`src/pcg_pkg.sv`:
```
// Purpose: shared constants and types for the port C output shaping block
// Assumes: 4-bit port, 8-bit registers on a 32-bit Avalon-MM word
// Notes: byte offsets, one aligned word per register
package pcg_pkg;
	localparam int PCG_PINS = 4;
	localparam int PCG_REG_W = 8;
	// register byte offsets
	localparam logic [4:0] PCG_OFF_OUTPUT_VALUE = 5'h00;
	localparam logic [4:0] PCG_OFF_DIRECTION = 5'h04;
	localparam logic [4:0] PCG_OFF_SLEW_CTRL = 5'h08;
	localparam logic [4:0] PCG_OFF_DRIVE_SEL = 5'h0c;
	localparam logic [4:0] PCG_OFF_GANG_CONTROL = 5'h10;
	// field positions in gang_control
	localparam int PCG_GANG_EN_BIT = 0;
	localparam int PCG_GANG_SEL_LSB = 1;
	localparam int PCG_GANG_SEL_MSB = 7;
	// gang select bits from this one up name pins outside port c
	localparam int PCG_GANG_EXT_LSB = 4;
	// reset values
	localparam logic [3:0] PCG_RST_PORT = 4'h0;
	localparam logic [7:0] PCG_RST_GANG = 8'h00;
	localparam logic [31:0] PCG_RST_RDATA = 32'h0000_0000;
	// pin synchroniser depth
	localparam int PCG_SYNC_STAGES = 3;

	typedef struct packed {
		logic [3:0] level;
		logic [3:0] oe;
		logic [3:0] slew;
		logic [3:0] drive;
	} pcg_pins_s;

	typedef struct packed {
		logic [3:0] ext_sel;
		logic level;
		logic drive;
		logic slew;
	} pcg_gang_ext_s;
endpackage : pcg_pkg

```
`src/pcg_pin_sync.sv`:
```
// Purpose: bring the port c pin levels into the bus clock domain
// Assumes: pins are asynchronous to i_clk
// Notes: level changes once stages two and three agree
`timescale 1ns/1ns
`default_nettype none
module pcg_pin_sync
	import pcg_pkg::*;
(
	// clock and reset
	input wire logic i_clk,
	input wire logic i_rst,
	// pins in, filtered level out
	input wire logic [3:0] i_pin,
	output logic [3:0] o_level
);
	logic [3:0] s1_q;
	logic [3:0] s2_q;
	logic [3:0] s3_q;
	logic [3:0] level_q;
	logic [3:0] level_d;

	always_comb begin
		level_d = level_q;
		for (int i = 0; i < PCG_PINS; i++) begin
			if (s2_q[i] == s3_q[i]) begin
				level_d[i] = s3_q[i];
			end
		end
	end

	// s1 feeds only s2; metastability stays out of the compare
	always_ff @(posedge i_clk or posedge i_rst) begin
		if (i_rst) begin
			s1_q <= PCG_RST_PORT;
			s2_q <= PCG_RST_PORT;
			s3_q <= PCG_RST_PORT;
			level_q <= PCG_RST_PORT;
		end else begin
			s1_q <= i_pin;
			s2_q <= s1_q;
			s3_q <= s2_q;
			level_q <= level_d;
		end
	end

	assign o_level = level_q;
endmodule : pcg_pin_sync
`default_nettype wire

```
`src/pcg_port_top.sv`:
```
// Purpose: port c output shaping and ganged drive, Avalon-MM slave
// Assumes: single 50 MHz clock, asynchronous active-high reset
// Notes: one wait state on every access
//
// Notes on behaviour
// - slew bit per pin limits slew when 1; ignored while pin is input
// - drive bit per pin picks high drive when 1; ignored for inputs
// - gang_control bits 7..1 are write-once pin selects for ganging
// - with gang on, selected pins copy pin zero level, drive and slew
// - a selected pin gangs only while gang enable is also 1
// - gang_control bit 0 is the write-once gang enable
// - gang enabled forces pin zero to output whatever direction says
// - direction 1 enables driver, reads give latch; 0 reads pin level, except pin zero with gang on
// - reset clears data latch; all pins become undriven inputs
//
// The Avalon-MM register port and the register addresses were chosen for this implementation.
`timescale 1ns/1ns
`default_nettype none
module pcg_port_top
	import pcg_pkg::*;
(
	// clock and reset
	input wire logic i_clk,
	input wire logic i_rst,
	// avalon-mm slave
	input wire logic [4:0] i_avs_address,
	input wire logic i_avs_read,
	input wire logic i_avs_write,
	input wire logic [31:0] i_avs_writedata,
	input wire logic [3:0] i_avs_byteenable,
	output logic [31:0] o_avs_readdata,
	output logic o_avs_waitrequest,
	// port c pins
	input wire logic [3:0] i_pin,
	output pcg_pins_s o_pins,
	// ganged pins outside port c
	output pcg_gang_ext_s o_gang_ext
);
	////////////////////////////////////////////////////////////////////////
	// register state
	logic [3:0] out_val_q, out_val_d;
	logic [3:0] dir_q, dir_d;
	logic [3:0] slew_q, slew_d;
	logic [3:0] drive_q, drive_d;
	logic [7:0] gang_q, gang_d;
	logic gang_lock_q, gang_lock_d;
	// bus answer state, one bit so the two codes are gray by nature
	typedef enum logic {
		PCG_BUS_IDLE = 1'b0,
		PCG_BUS_ANSWER = 1'b1
	} pcg_bus_e;
	pcg_bus_e bus_q, bus_d;
	logic [31:0] rdata_q, rdata_d;
	logic [3:0] pin_level;
	logic access;
	logic wr_take;
	logic [3:0] eff_dir;
	logic [3:0] read_port;
	logic gang_en;
	logic [3:0] gang_sel;
	pcg_pins_s pins_d, pins_q;
	pcg_gang_ext_s gang_ext_d, gang_ext_q;
	// per-pin sources after the gang choice
	logic [3:0] gang_pick;
	logic [3:0] level_src;
	logic [3:0] slew_src;
	logic [3:0] drive_src;

	pcg_pin_sync u_sync (
		.i_clk(i_clk),
		.i_rst(i_rst),
		.i_pin(i_pin),
		.o_level(pin_level)
	);

	////////////////////////////////////////////////////////////////////////
	// bus handshake: request held one cycle, answered on the second
	assign access = i_avs_read | i_avs_write;
	assign o_avs_waitrequest = access && (bus_q == PCG_BUS_IDLE);
	// writes land only in the answer cycle, when the master is sure to hold
	assign wr_take = i_avs_write && (bus_q == PCG_BUS_ANSWER);
	assign o_avs_readdata = rdata_q;

	// one wait cycle per access; the answer state never lingers, so a
	// request still held after it is taken again as a new access
	always_comb begin
		bus_d = bus_q;
		case (bus_q)
			PCG_BUS_IDLE: begin
				if (access) begin
					bus_d = PCG_BUS_ANSWER;
				end
			end
			PCG_BUS_ANSWER: begin
				bus_d = PCG_BUS_IDLE;
			end
			default: begin
				bus_d = PCG_BUS_IDLE;
			end
		endcase
	end

	assign gang_en = gang_q[PCG_GANG_EN_BIT];
	// bit 0 of the pin mask is never ganged onto itself
	assign gang_sel = {gang_q[3:1], 1'b0};

	always_comb begin
		eff_dir = dir_q;
		eff_dir[0] = dir_q[0] | gang_en;
	end

	assign read_port = (eff_dir & out_val_q) | (~eff_dir & pin_level);

	always_comb begin
		out_val_d = out_val_q;
		dir_d = dir_q;
		slew_d = slew_q;
		drive_d = drive_q;
		gang_d = gang_q;
		gang_lock_d = gang_lock_q;
		rdata_d = rdata_q;
		if (wr_take && i_avs_byteenable[0]) begin
			case (i_avs_address)
				PCG_OFF_OUTPUT_VALUE: begin
					out_val_d = i_avs_writedata[3:0];
				end
				PCG_OFF_DIRECTION: begin
					dir_d = i_avs_writedata[3:0];
				end
				PCG_OFF_SLEW_CTRL: begin
					slew_d = i_avs_writedata[3:0];
				end
				PCG_OFF_DRIVE_SEL: begin
					drive_d = i_avs_writedata[3:0];
				end
				PCG_OFF_GANG_CONTROL: begin
					if (!gang_lock_q) begin
						gang_d = i_avs_writedata[7:0];
						gang_lock_d = 1'b1;
					end
				end
				default: begin
				end
			endcase
		end
		// capture while waiting so readdata stands in the answer cycle
		if (i_avs_read && (bus_q == PCG_BUS_IDLE)) begin
			case (i_avs_address)
				PCG_OFF_OUTPUT_VALUE: rdata_d = {28'h0000000, read_port};
				PCG_OFF_DIRECTION: rdata_d = {28'h0000000, dir_q};
				PCG_OFF_SLEW_CTRL: rdata_d = {28'h0000000, slew_q};
				PCG_OFF_DRIVE_SEL: rdata_d = {28'h0000000, drive_q};
				PCG_OFF_GANG_CONTROL: rdata_d = {24'h000000, gang_q};
				default: rdata_d = PCG_RST_RDATA;
			endcase
		end
	end

	////////////////////////////////////////////////////////////////////////
	// pin shaping
	// follow pin zero
	for (genvar g = 0; g < PCG_PINS; g++) begin : g_pin
		// pin zero is its own source, its select bit is forced off
		assign gang_pick[g] = gang_en & gang_sel[g];
		assign level_src[g] = gang_pick[g] ? out_val_q[0] : out_val_q[g];
		assign slew_src[g] = gang_pick[g] ? slew_q[0] : slew_q[g];
		assign drive_src[g] = gang_pick[g] ? drive_q[0] : drive_q[g];
	end

	always_comb begin
		pins_d.oe = eff_dir;
		pins_d.slew = slew_src & eff_dir;
		pins_d.drive = drive_src & eff_dir;
		// driven level only matters where oe is set
		pins_d.level = level_src & eff_dir;
	end

	always_ff @(posedge i_clk or posedge i_rst) begin
		if (i_rst) begin
			out_val_q <= PCG_RST_PORT;
			dir_q <= PCG_RST_PORT;
			slew_q <= PCG_RST_PORT;
			drive_q <= PCG_RST_PORT;
			gang_q <= PCG_RST_GANG;
			gang_lock_q <= 1'b0;
			bus_q <= PCG_BUS_IDLE;
			rdata_q <= PCG_RST_RDATA;
			pins_q <= '0;
			gang_ext_q <= '0;
		end else begin
			out_val_q <= out_val_d;
			dir_q <= dir_d;
			slew_q <= slew_d;
			drive_q <= drive_d;
			gang_q <= gang_d;
			gang_lock_q <= gang_lock_d;
			bus_q <= bus_d;
			rdata_q <= rdata_d;
			pins_q <= pins_d;
			gang_ext_q <= gang_ext_d;
		end
	end

	assign o_pins = pins_q;

	////////////////////////////////////////////////////////////////////////
	// ganged pins outside the port
	// ganged pins outside the port
	always_comb begin
		gang_ext_d.ext_sel = gang_en
			? gang_q[PCG_GANG_SEL_MSB:PCG_GANG_EXT_LSB] : 4'h0;
		gang_ext_d.level = out_val_q[0];
		gang_ext_d.drive = drive_q[0];
		gang_ext_d.slew = slew_q[0];
	end

	// registered so the outside pins move on the same edge as port c
	assign o_gang_ext = gang_ext_q;
endmodule : pcg_port_top
`default_nettype wire

```
`config.mk`:
```
export PLATFORM = sky130hd
export DESIGN_NAME = pcg_port_top
export DESIGN_NICKNAME = d
export VERILOG_FILES = /design/src/pcg_pkg.sv /design/src/pcg_pin_sync.sv /design/src/pcg_port_top.sv
export SDC_FILE = /design/constraint.sdc
export NUM_CORES = 1
export LEC_CHECK = 0
export CELL_PAD_IN_SITES_DETAIL_PLACEMENT = 0
export CELL_PAD_IN_SITES_GLOBAL_PLACEMENT = 1
export CORE_MARGIN = 3
export CORE_UTILIZATION = 43
export CTS_CLUSTER_DIAMETER = 60
export DETAILED_ROUTE_END_ITERATION = 12
export DONT_BUFFER_PORTS = 1
export PLACE_DENSITY = 0.84
export SLEW_MARGIN = 20
export SYNTH_ARGS = -nofsm -noshare
export SYNTH_HDL_FRONTEND = slang
export SYNTH_SLANG_ARGS = --single-unit
```
`constraint.sdc`:
```
create_clock -name i_clk -period 1.88 [get_ports i_clk]
set_input_delay 0.094 -clock i_clk [delete_from_list [all_inputs] [get_ports i_clk]]
set_output_delay 0.094 -clock i_clk [all_outputs]
set_load 0.005 [all_outputs]
```
; ---- Yosys cells after proc, flatten, opt, wreduce, memory -nomap -nowiden
; Index checks and enable logic that the tools add are counted.
[totals]
register_bits = 97
latchBits = 0
ramBits = 0
mem_bits_ro = 0
input_bits = 49
elab_cells = 69
n_memories = 0
[op_classes]
n_addsub = 0
multipliers = 0
div_mod_pow = 0
order_cmp = 0
eq_ne = 8
shifts = 0
mux = 13
n_bitwise = 14
n_reduce_logical = 11
[op_table]
columns = operator, count
row1 = 8-bit case mux with 5 select lines, 1
row2 = 4-bit bitwise AND, 5
row3 = 5-bit by 4-bit equality test with 1-bit output (second input constant), 2
row4 = 1-bit two-way mux, 10
row5 = 2-bit AND reduction, 5
row6 = 5-bit by 3-bit equality test with 1-bit output (second input constant), 1
row7 = 5-bit equality test (second input constant), 1
row8 = 5-bit logical NOT, 1
row9 = 1-bit equality test, 4
row10 = 1-bit logical AND, 4
row11 = 4-bit two-way mux, 1
row12 = 4-bit NOT, 1
row13 = 4-bit bitwise OR, 1
row14 = 1-bit bitwise AND, 3
row15 = 3-bit AND reduction, 1
row16 = 1-bit NOT, 2
row17 = 1-bit bitwise OR, 2
row18 = 1-bit case mux with 2 select lines, 1

; ---- Logic depth before layout (Yosys ltp)
[logic_depth]
depth_word = 5
ltp_mapped = 4
mapped_depth_nobuf = 3

; ---- Modules after synthesis
; A second synthesis with hierarchy kept.
[hier_totals]
cells_unflattened = 236
hier_area_um2 = 3020.4
[modules_own_cells]
columns = mod, instances, cells_each, area_each_um2
row1 = pcg_port_top, 1, 215, 2571.2
row2 = pcg_pin_sync, 1, 21, 449.2

; ---- Least setup slack after synthesis
; No wires, ideal clock.
[synth_path]
kind = reg2reg
from = register bus_q
to = register drive_q[0]
setup_ns = 0.125
arrival_ns = 1.333
required_ns = 1.755
path_slack_ns = 0.422
stages_incl_launch_ff = 5
path_buffers = 1
synth_period_minus_slack_ns = 1.458
cell_sequence = dfrtp_1 -> and3_1 -> clkbuf_1 -> and4_1 -> mux2_2
[synth_between]
elab_chain_cells = 3
[synth_rtl]
columns = element, line_no
row1 = "start, declared", pcg_port_top.sv:52  ; pcg_bus_e bus_q, bus_d;
row2 = "start signal, assigned", pcg_port_top.sv:197  ; bus_q <= bus_d;
row3 = 1-bit logical AND, pcg_port_top.sv:81  ; assign wr_take = i_avs_write && (bus_q == PCG_BUS_ANSWER);
row4 = 1-bit logical AND, pcg_port_top.sv:122  ; if (wr_take && i_avs_byteenable[0]) begin
row5 = 2-bit AND reduction (no source line), --
row6 = "end signal, assigned", pcg_port_top.sv:194  ; drive_q <= drive_d;
row7 = "end, declared", pcg_port_top.sv:44  ; logic [3:0] drive_q, drive_d;
; Every way passes these cells.
; A chain may end at the register's enable or synchronous reset.

; ---- Worst setup path after layout
[layout_path]
from = register bus_q
to = register drive_q[3]
; The elaborated chain is that of the path after synthesis.

==> report_table.html <==
<table>
<tr><th>Metric</th><th>Value</th></tr>
<tr><th colspan="2">Outcome</th></tr>
<tr><td>Run status</td><td>finished clean</td></tr>
<tr><th colspan="2">Route</th></tr>
<tr><td>Via Count</td><td>1756</td></tr>
<tr><td>Overall routed net length</td><td>5.70 mm</td></tr>
<tr><td>Antenna Violating Nets Remaining</td><td>0</td></tr>
<tr><td>Router iterations before antenna repair</td><td>4</td></tr>
<tr><td>Vias/cell</td><td>5.15</td></tr>
<tr><td>Total DRC errors in the routed layout</td><td>0</td></tr>
<tr><td>Post-DR wirelength/cell</td><td>16.7 um</td></tr>
<tr><td>Iteration-0 DRC count of the detailed router</td><td>83</td></tr>
<tr><th colspan="2">Clocking</th></tr>
<tr><td>Max clock buf depth</td><td>2</td></tr>
<tr><td>Total number of clock tree sinks</td><td>73</td></tr>
<tr><td>Clk slew on worst S/H paths</td><td>0.08 ns</td></tr>
<tr><td>Master cell of the clock root buffer</td><td>sky130_fd_sc_hd__clkbuf_8</td></tr>
<tr><td>CTS Buf Count</td><td>9</td></tr>
<tr><td>Skew-Pair Late Insertion Delay</td><td>0.35 ns</td></tr>
<tr><td>CTS tree</td><td>done</td></tr>
<tr><td>H-tree depth</td><td>3</td></tr>
<tr><th colspan="2">Global route</th></tr>
<tr><td>Largest net degree at the start of global routing</td><td>49</td></tr>
<tr><td>Vias in the first global route</td><td>1788</td></tr>
<tr><td>Antenna violations before repair</td><td>0</td></tr>
<tr><td>Global-route wire length before repair</td><td>9.41 mm</td></tr>
<tr><td>Total Routing Usage GR</td><td>16.3%</td></tr>
<tr><td>Final global-route overflow total</td><td>0</td></tr>
<tr><th colspan="2">Worst setup path</th></tr>
<tr><td>Worst-path cell with the longest stage delay</td><td>sky130_fd_sc_hd__and4_1</td></tr>
<tr><td>Worst-path fanout max</td><td>6</td></tr>
<tr><td>Critical Path End Type</td><td>register</td></tr>
<tr><td>Required time of the critical path</td><td>2.11 ns</td></tr>
<tr><td>Critical path type</td><td>reg -&gt; reg</td></tr>
<tr><td>Data arrival at the endpoint of the critical path</td><td>1.85 ns</td></tr>
<tr><td>Highest cell delay on the worst timing path</td><td>0.42 ns</td></tr>
<tr><td>Crit path cell chain</td><td>and3_1, and4_1, mux2_2</td></tr>
<tr><td>Number of buffers and inverters on the critical path</td><td>0</td></tr>
<tr><td>Cell class contributing the biggest share of worst-path delay</td><td>simple AND/OR/NAND/NOR gates</td></tr>
<tr><td>Crit path launch type</td><td>register</td></tr>
<tr><th colspan="2">Power and ir drop</th></tr>
<tr><td>Leakage component of the power</td><td>1.56 nW</td></tr>
<tr><td>Worst voltage drop across the vdd grid</td><td>518 uV</td></tr>
<tr><td>Pwr Total</td><td>3.17 mW</td></tr>
<tr><td>Total power divided by cell area</td><td>937 mW/mm^2</td></tr>
<tr><th colspan="2">Final layout</th></tr>
<tr><td>Commonest non-fill, non-tap cells in the layout</td><td>sky130_fd_sc_hd__dfrtp_1, sky130_fd_sc_hd__mux2_2, sky130_fd_sc_hd__nand2_1, sky130_fd_sc_hd__conb_1, sky130_fd_sc_hd__dlygate4sd3_1</td></tr>
<tr><td>Combined area of the multi-input logic cells</td><td>0.00103 mm^2</td></tr>
<tr><td>Syn-to-layout area delta</td><td>13.1%</td></tr>
<tr><td>Footprint of the flip-flops and latches</td><td>0.00183 mm^2</td></tr>
<tr><td>Total inserted antenna cells</td><td>0</td></tr>
<tr><td>Leading cell type in the layout, fill and taps excluded</td><td>sky130_fd_sc_hd__dfrtp_1</td></tr>
<tr><td>Fraction of final layout cells sized beyond drive strength 1</td><td>19.3%</td></tr>
<tr><td>Number of fill cells</td><td>559</td></tr>
<tr><td>NumNets Final</td><td>308</td></tr>
<tr><th colspan="2">Synthesis</th></tr>
<tr><td>Synthesized flop and latch total</td><td>73</td></tr>
<tr><td>Synth unique cells</td><td>33</td></tr>
<tr><td>Netlist area before placement</td><td>0.00299 mm^2</td></tr>
<tr><td>Cell count after synthesis</td><td>234</td></tr>
<tr><td>Yosys warning count</td><td>0</td></tr>
<tr><td>Average cell area after synthesis</td><td>12.8 um^2</td></tr>
<tr><td>Sequential element share of the synthesized area</td><td>61.1%</td></tr>
<tr><th colspan="2">Timing</th></tr>
<tr><td>Max Slew Vio Count</td><td>0</td></tr>
<tr><td>Share of the clock period used by the worst path</td><td>86.2%</td></tr>
<tr><td>Maximum clock frequency</td><td>617 MHz</td></tr>
<tr><td>Final setup margin</td><td>0.260 ns</td></tr>
<tr><td>Count of endpoints failing hold in the final timing report</td><td>0</td></tr>
<tr><td>Slew at the pin closest to its max-slew limit</td><td>0.558 ns</td></tr>
<tr><td>Total negative slack for setup checks</td><td>0 ns</td></tr>
<tr><td>Worst setup skew after layout</td><td>0.00978 ns</td></tr>
<tr><td>Unrepaired setup endpoints after global routing</td><td>false</td></tr>
<tr><td>Post-layout min period</td><td>1.62 ns</td></tr>
<tr><td>Relative slew slack</td><td>62.7%</td></tr>
<tr><td>Final setup violating endpoints</td><td>0</td></tr>
<tr><th colspan="2">Die</th></tr>
<tr><td>Row cnt</td><td>29</td></tr>
<tr><td>Overall die area</td><td>0.00799 mm^2</td></tr>
<tr><td>Starting density of the core</td><td>45.8%</td></tr>
<tr><td>Number of top-level pins</td><td>105</td></tr>
<tr><td>Total core area</td><td>0.00653 mm^2</td></tr>
<tr><td>Width of the chip</td><td>89.4 um</td></tr>
<tr><td>Die Ht</td><td>89.4 um</td></tr>
<tr><th colspan="2">Placement</th></tr>
<tr><td>IO buf count</td><td>0</td></tr>
<tr><td>Setup slack after placement</td><td>0.277 ns</td></tr>
<tr><td>Final estimated routing congestion in global placement</td><td>0.755</td></tr>
<tr><td>Estimated wirelength of the detail-placed design</td><td>3.78 mm</td></tr>
<tr><th colspan="2">Job</th></tr>
<tr><td>Maximum capacitance violations</td><td>0</td></tr>
<tr><th colspan="2">Min path</th></tr>
<tr><td>Hold crit path type</td><td>in -&gt; reg</td></tr>
</table>
area by class of cell:
cell class	count	share of cell area, %
Sequential cell	73	54.0
Multi-Input combinational cell	151	30.3
Timing Repair Buffer	22	6.66
Clock buffer	10	3.77
Tap cell	77	2.85
Clock inverter	6	2.03
Inverter	2	0.333
registers in the layout, summed over array words and instances (netlist names):
register / cells
u_sync.o_level: 4
u_sync.s3_q: 4
o_avs_readdata: 8
o_pins: 16
drive_q: 4
u_sync.s1_q: 4
o_gang_ext: 7
gang_lock_q: 1
out_val_q: 4
slew_q: 4
gang_q: 8
u_sync.s2_q: 4
dir_q: 4
bus_q: 1
repair_timing:
action	4_1_cts	5_1_grt
gates resized for setup	0	0
hold endpoints to repair	62	0
hold buffers	19	0
setup buffers	0	0
synthesized netlist by cell type:
master                     count  area share, %
sky130_fd_sc_hd__nor3b_1       3           0.75
sky130_fd_sc_hd__nand4b_4      1           0.80
sky130_fd_sc_hd__nor2b_1       5            1.0
sky130_fd_sc_hd__mux2i_1       3            1.0
sky130_fd_sc_hd__conb_1        1           0.13
sky130_fd_sc_hd__dfrtp_1      73             61
sky130_fd_sc_hd__buf_4        24            6.0
sky130_fd_sc_hd__o32ai_1       1           0.29
sky130_fd_sc_hd__nor4_4        1           0.71
sky130_fd_sc_hd__a22oi_1       1           0.25
sky130_fd_sc_hd__mux2_2       28             11
sky130_fd_sc_hd__nor3_1        1           0.17
sky130_fd_sc_hd__nand3_1      10            1.7
sky130_fd_sc_hd__a31o_2        1           0.29
sky130_fd_sc_hd__buf_2         1           0.17
sky130_fd_sc_hd__nand2b_1      1           0.21
sky130_fd_sc_hd__clkbuf_1      4           0.50
sky130_fd_sc_hd__buf_1         1           0.13
sky130_fd_sc_hd__and3b_2       1           0.33
sky130_fd_sc_hd__nand4b_1      1           0.29
sky130_fd_sc_hd__o21ai_0      11            1.8
sky130_fd_sc_hd__or4b_1        1           0.33
sky130_fd_sc_hd__and2_1        7            1.5
sky130_fd_sc_hd__nor2_1        5           0.63
sky130_fd_sc_hd__and4_1        2           0.59
sky130_fd_sc_hd__buf_6         1           0.38
sky130_fd_sc_hd__a21boi_0      9            2.3
sky130_fd_sc_hd__nand2_1      25            3.1
sky130_fd_sc_hd__nand3b_1      1           0.25
sky130_fd_sc_hd__and3_1        1           0.21
sky130_fd_sc_hd__maj3_1        4            1.3
sky130_fd_sc_hd__o221ai_1      3           0.88
sky130_fd_sc_hd__inv_1         2           0.25
per-layer routing:
metal / vias to the layer above / share of wire [%] / global-route usage [%] / wire length [um]
li1: 808 / - / - / -
met2: 74 / 46 / 24.2 / 2610
met1: 863 / 44 / 21.0 / 2510
met5: - / 0 / 0 / 0
met3: 11 / 8.6 / 7.47 / 490
met4: 0 / 1.7 / 5.82 / 97
path summary, 6_finish.rpt:
kind	from	end	slack, ns	cells after the start
setup / recovery	bus_q	drive_q[3]	0.26	3
max in group asynchronous	i_rst	o_pins[10]	0.99	3
min in group asynchronous	i_rst	u_sync.s1_q[2]	0.28	2
setup reg to reg	bus_q	drive_q[3]	0.26	3
hold / removal	i_avs_address[3]	o_avs_readdata[1]	0.03	2
hold reg to reg	u_sync.s1_q[2]	u_sync.s2_q[2]	0.35	0
power by group:
group / switching [mW] / internal, mW / total [mW] / leakage [nW]
Combinational: 0.114 / 0.116 / 0.230 / 0.493
Clock: 0.577 / 0.617 / 1.19 / 0.0964
Sequential: 0.0805 / 1.66 / 1.74 / 0.969
Total: 0.771 / 2.40 / 3.17 / 1.56
worst reg2reg max path, stage by stage, from the launching register on:
cell and delay (ns):
sky130_fd_sc_hd__dfrtp_1 0.38, sky130_fd_sc_hd__and3_1 0.33, sky130_fd_sc_hd__and4_1 0.42, sky130_fd_sc_hd__mux2_2 0.38
cells by family after synthesis:
| logic type | count (synthesis) | share of synthesized area (%) |
|---|---|---|
| muxes | 31 | 11.6 |
| other | 1 | 0.125 |
| and+or+nand+nor | 66 | 12.6 |
| buffers and inverters | 33 | 7.45 |
| adders and majority gates | 4 | 1.34 |
| AOI/OAI and AO/OA | 26 | 5.82 |
| DFF | 73 | 61.1 |
stage by stage:
stage,util (%),instance area [um^2],instances,hold WS [ns]
final,51.8,3380,341,0.0283
after global routing,51.8,3380,341,0.0185
after CTS,51.8,3380,341,0.00799
after detailed placement,45.9,3000,306,0.0532
after global placement,45.9,3000,306,0.0469
after floorplan,-,3080,257,0.125
Note: power is estimated with default switching activity, not from simulation.
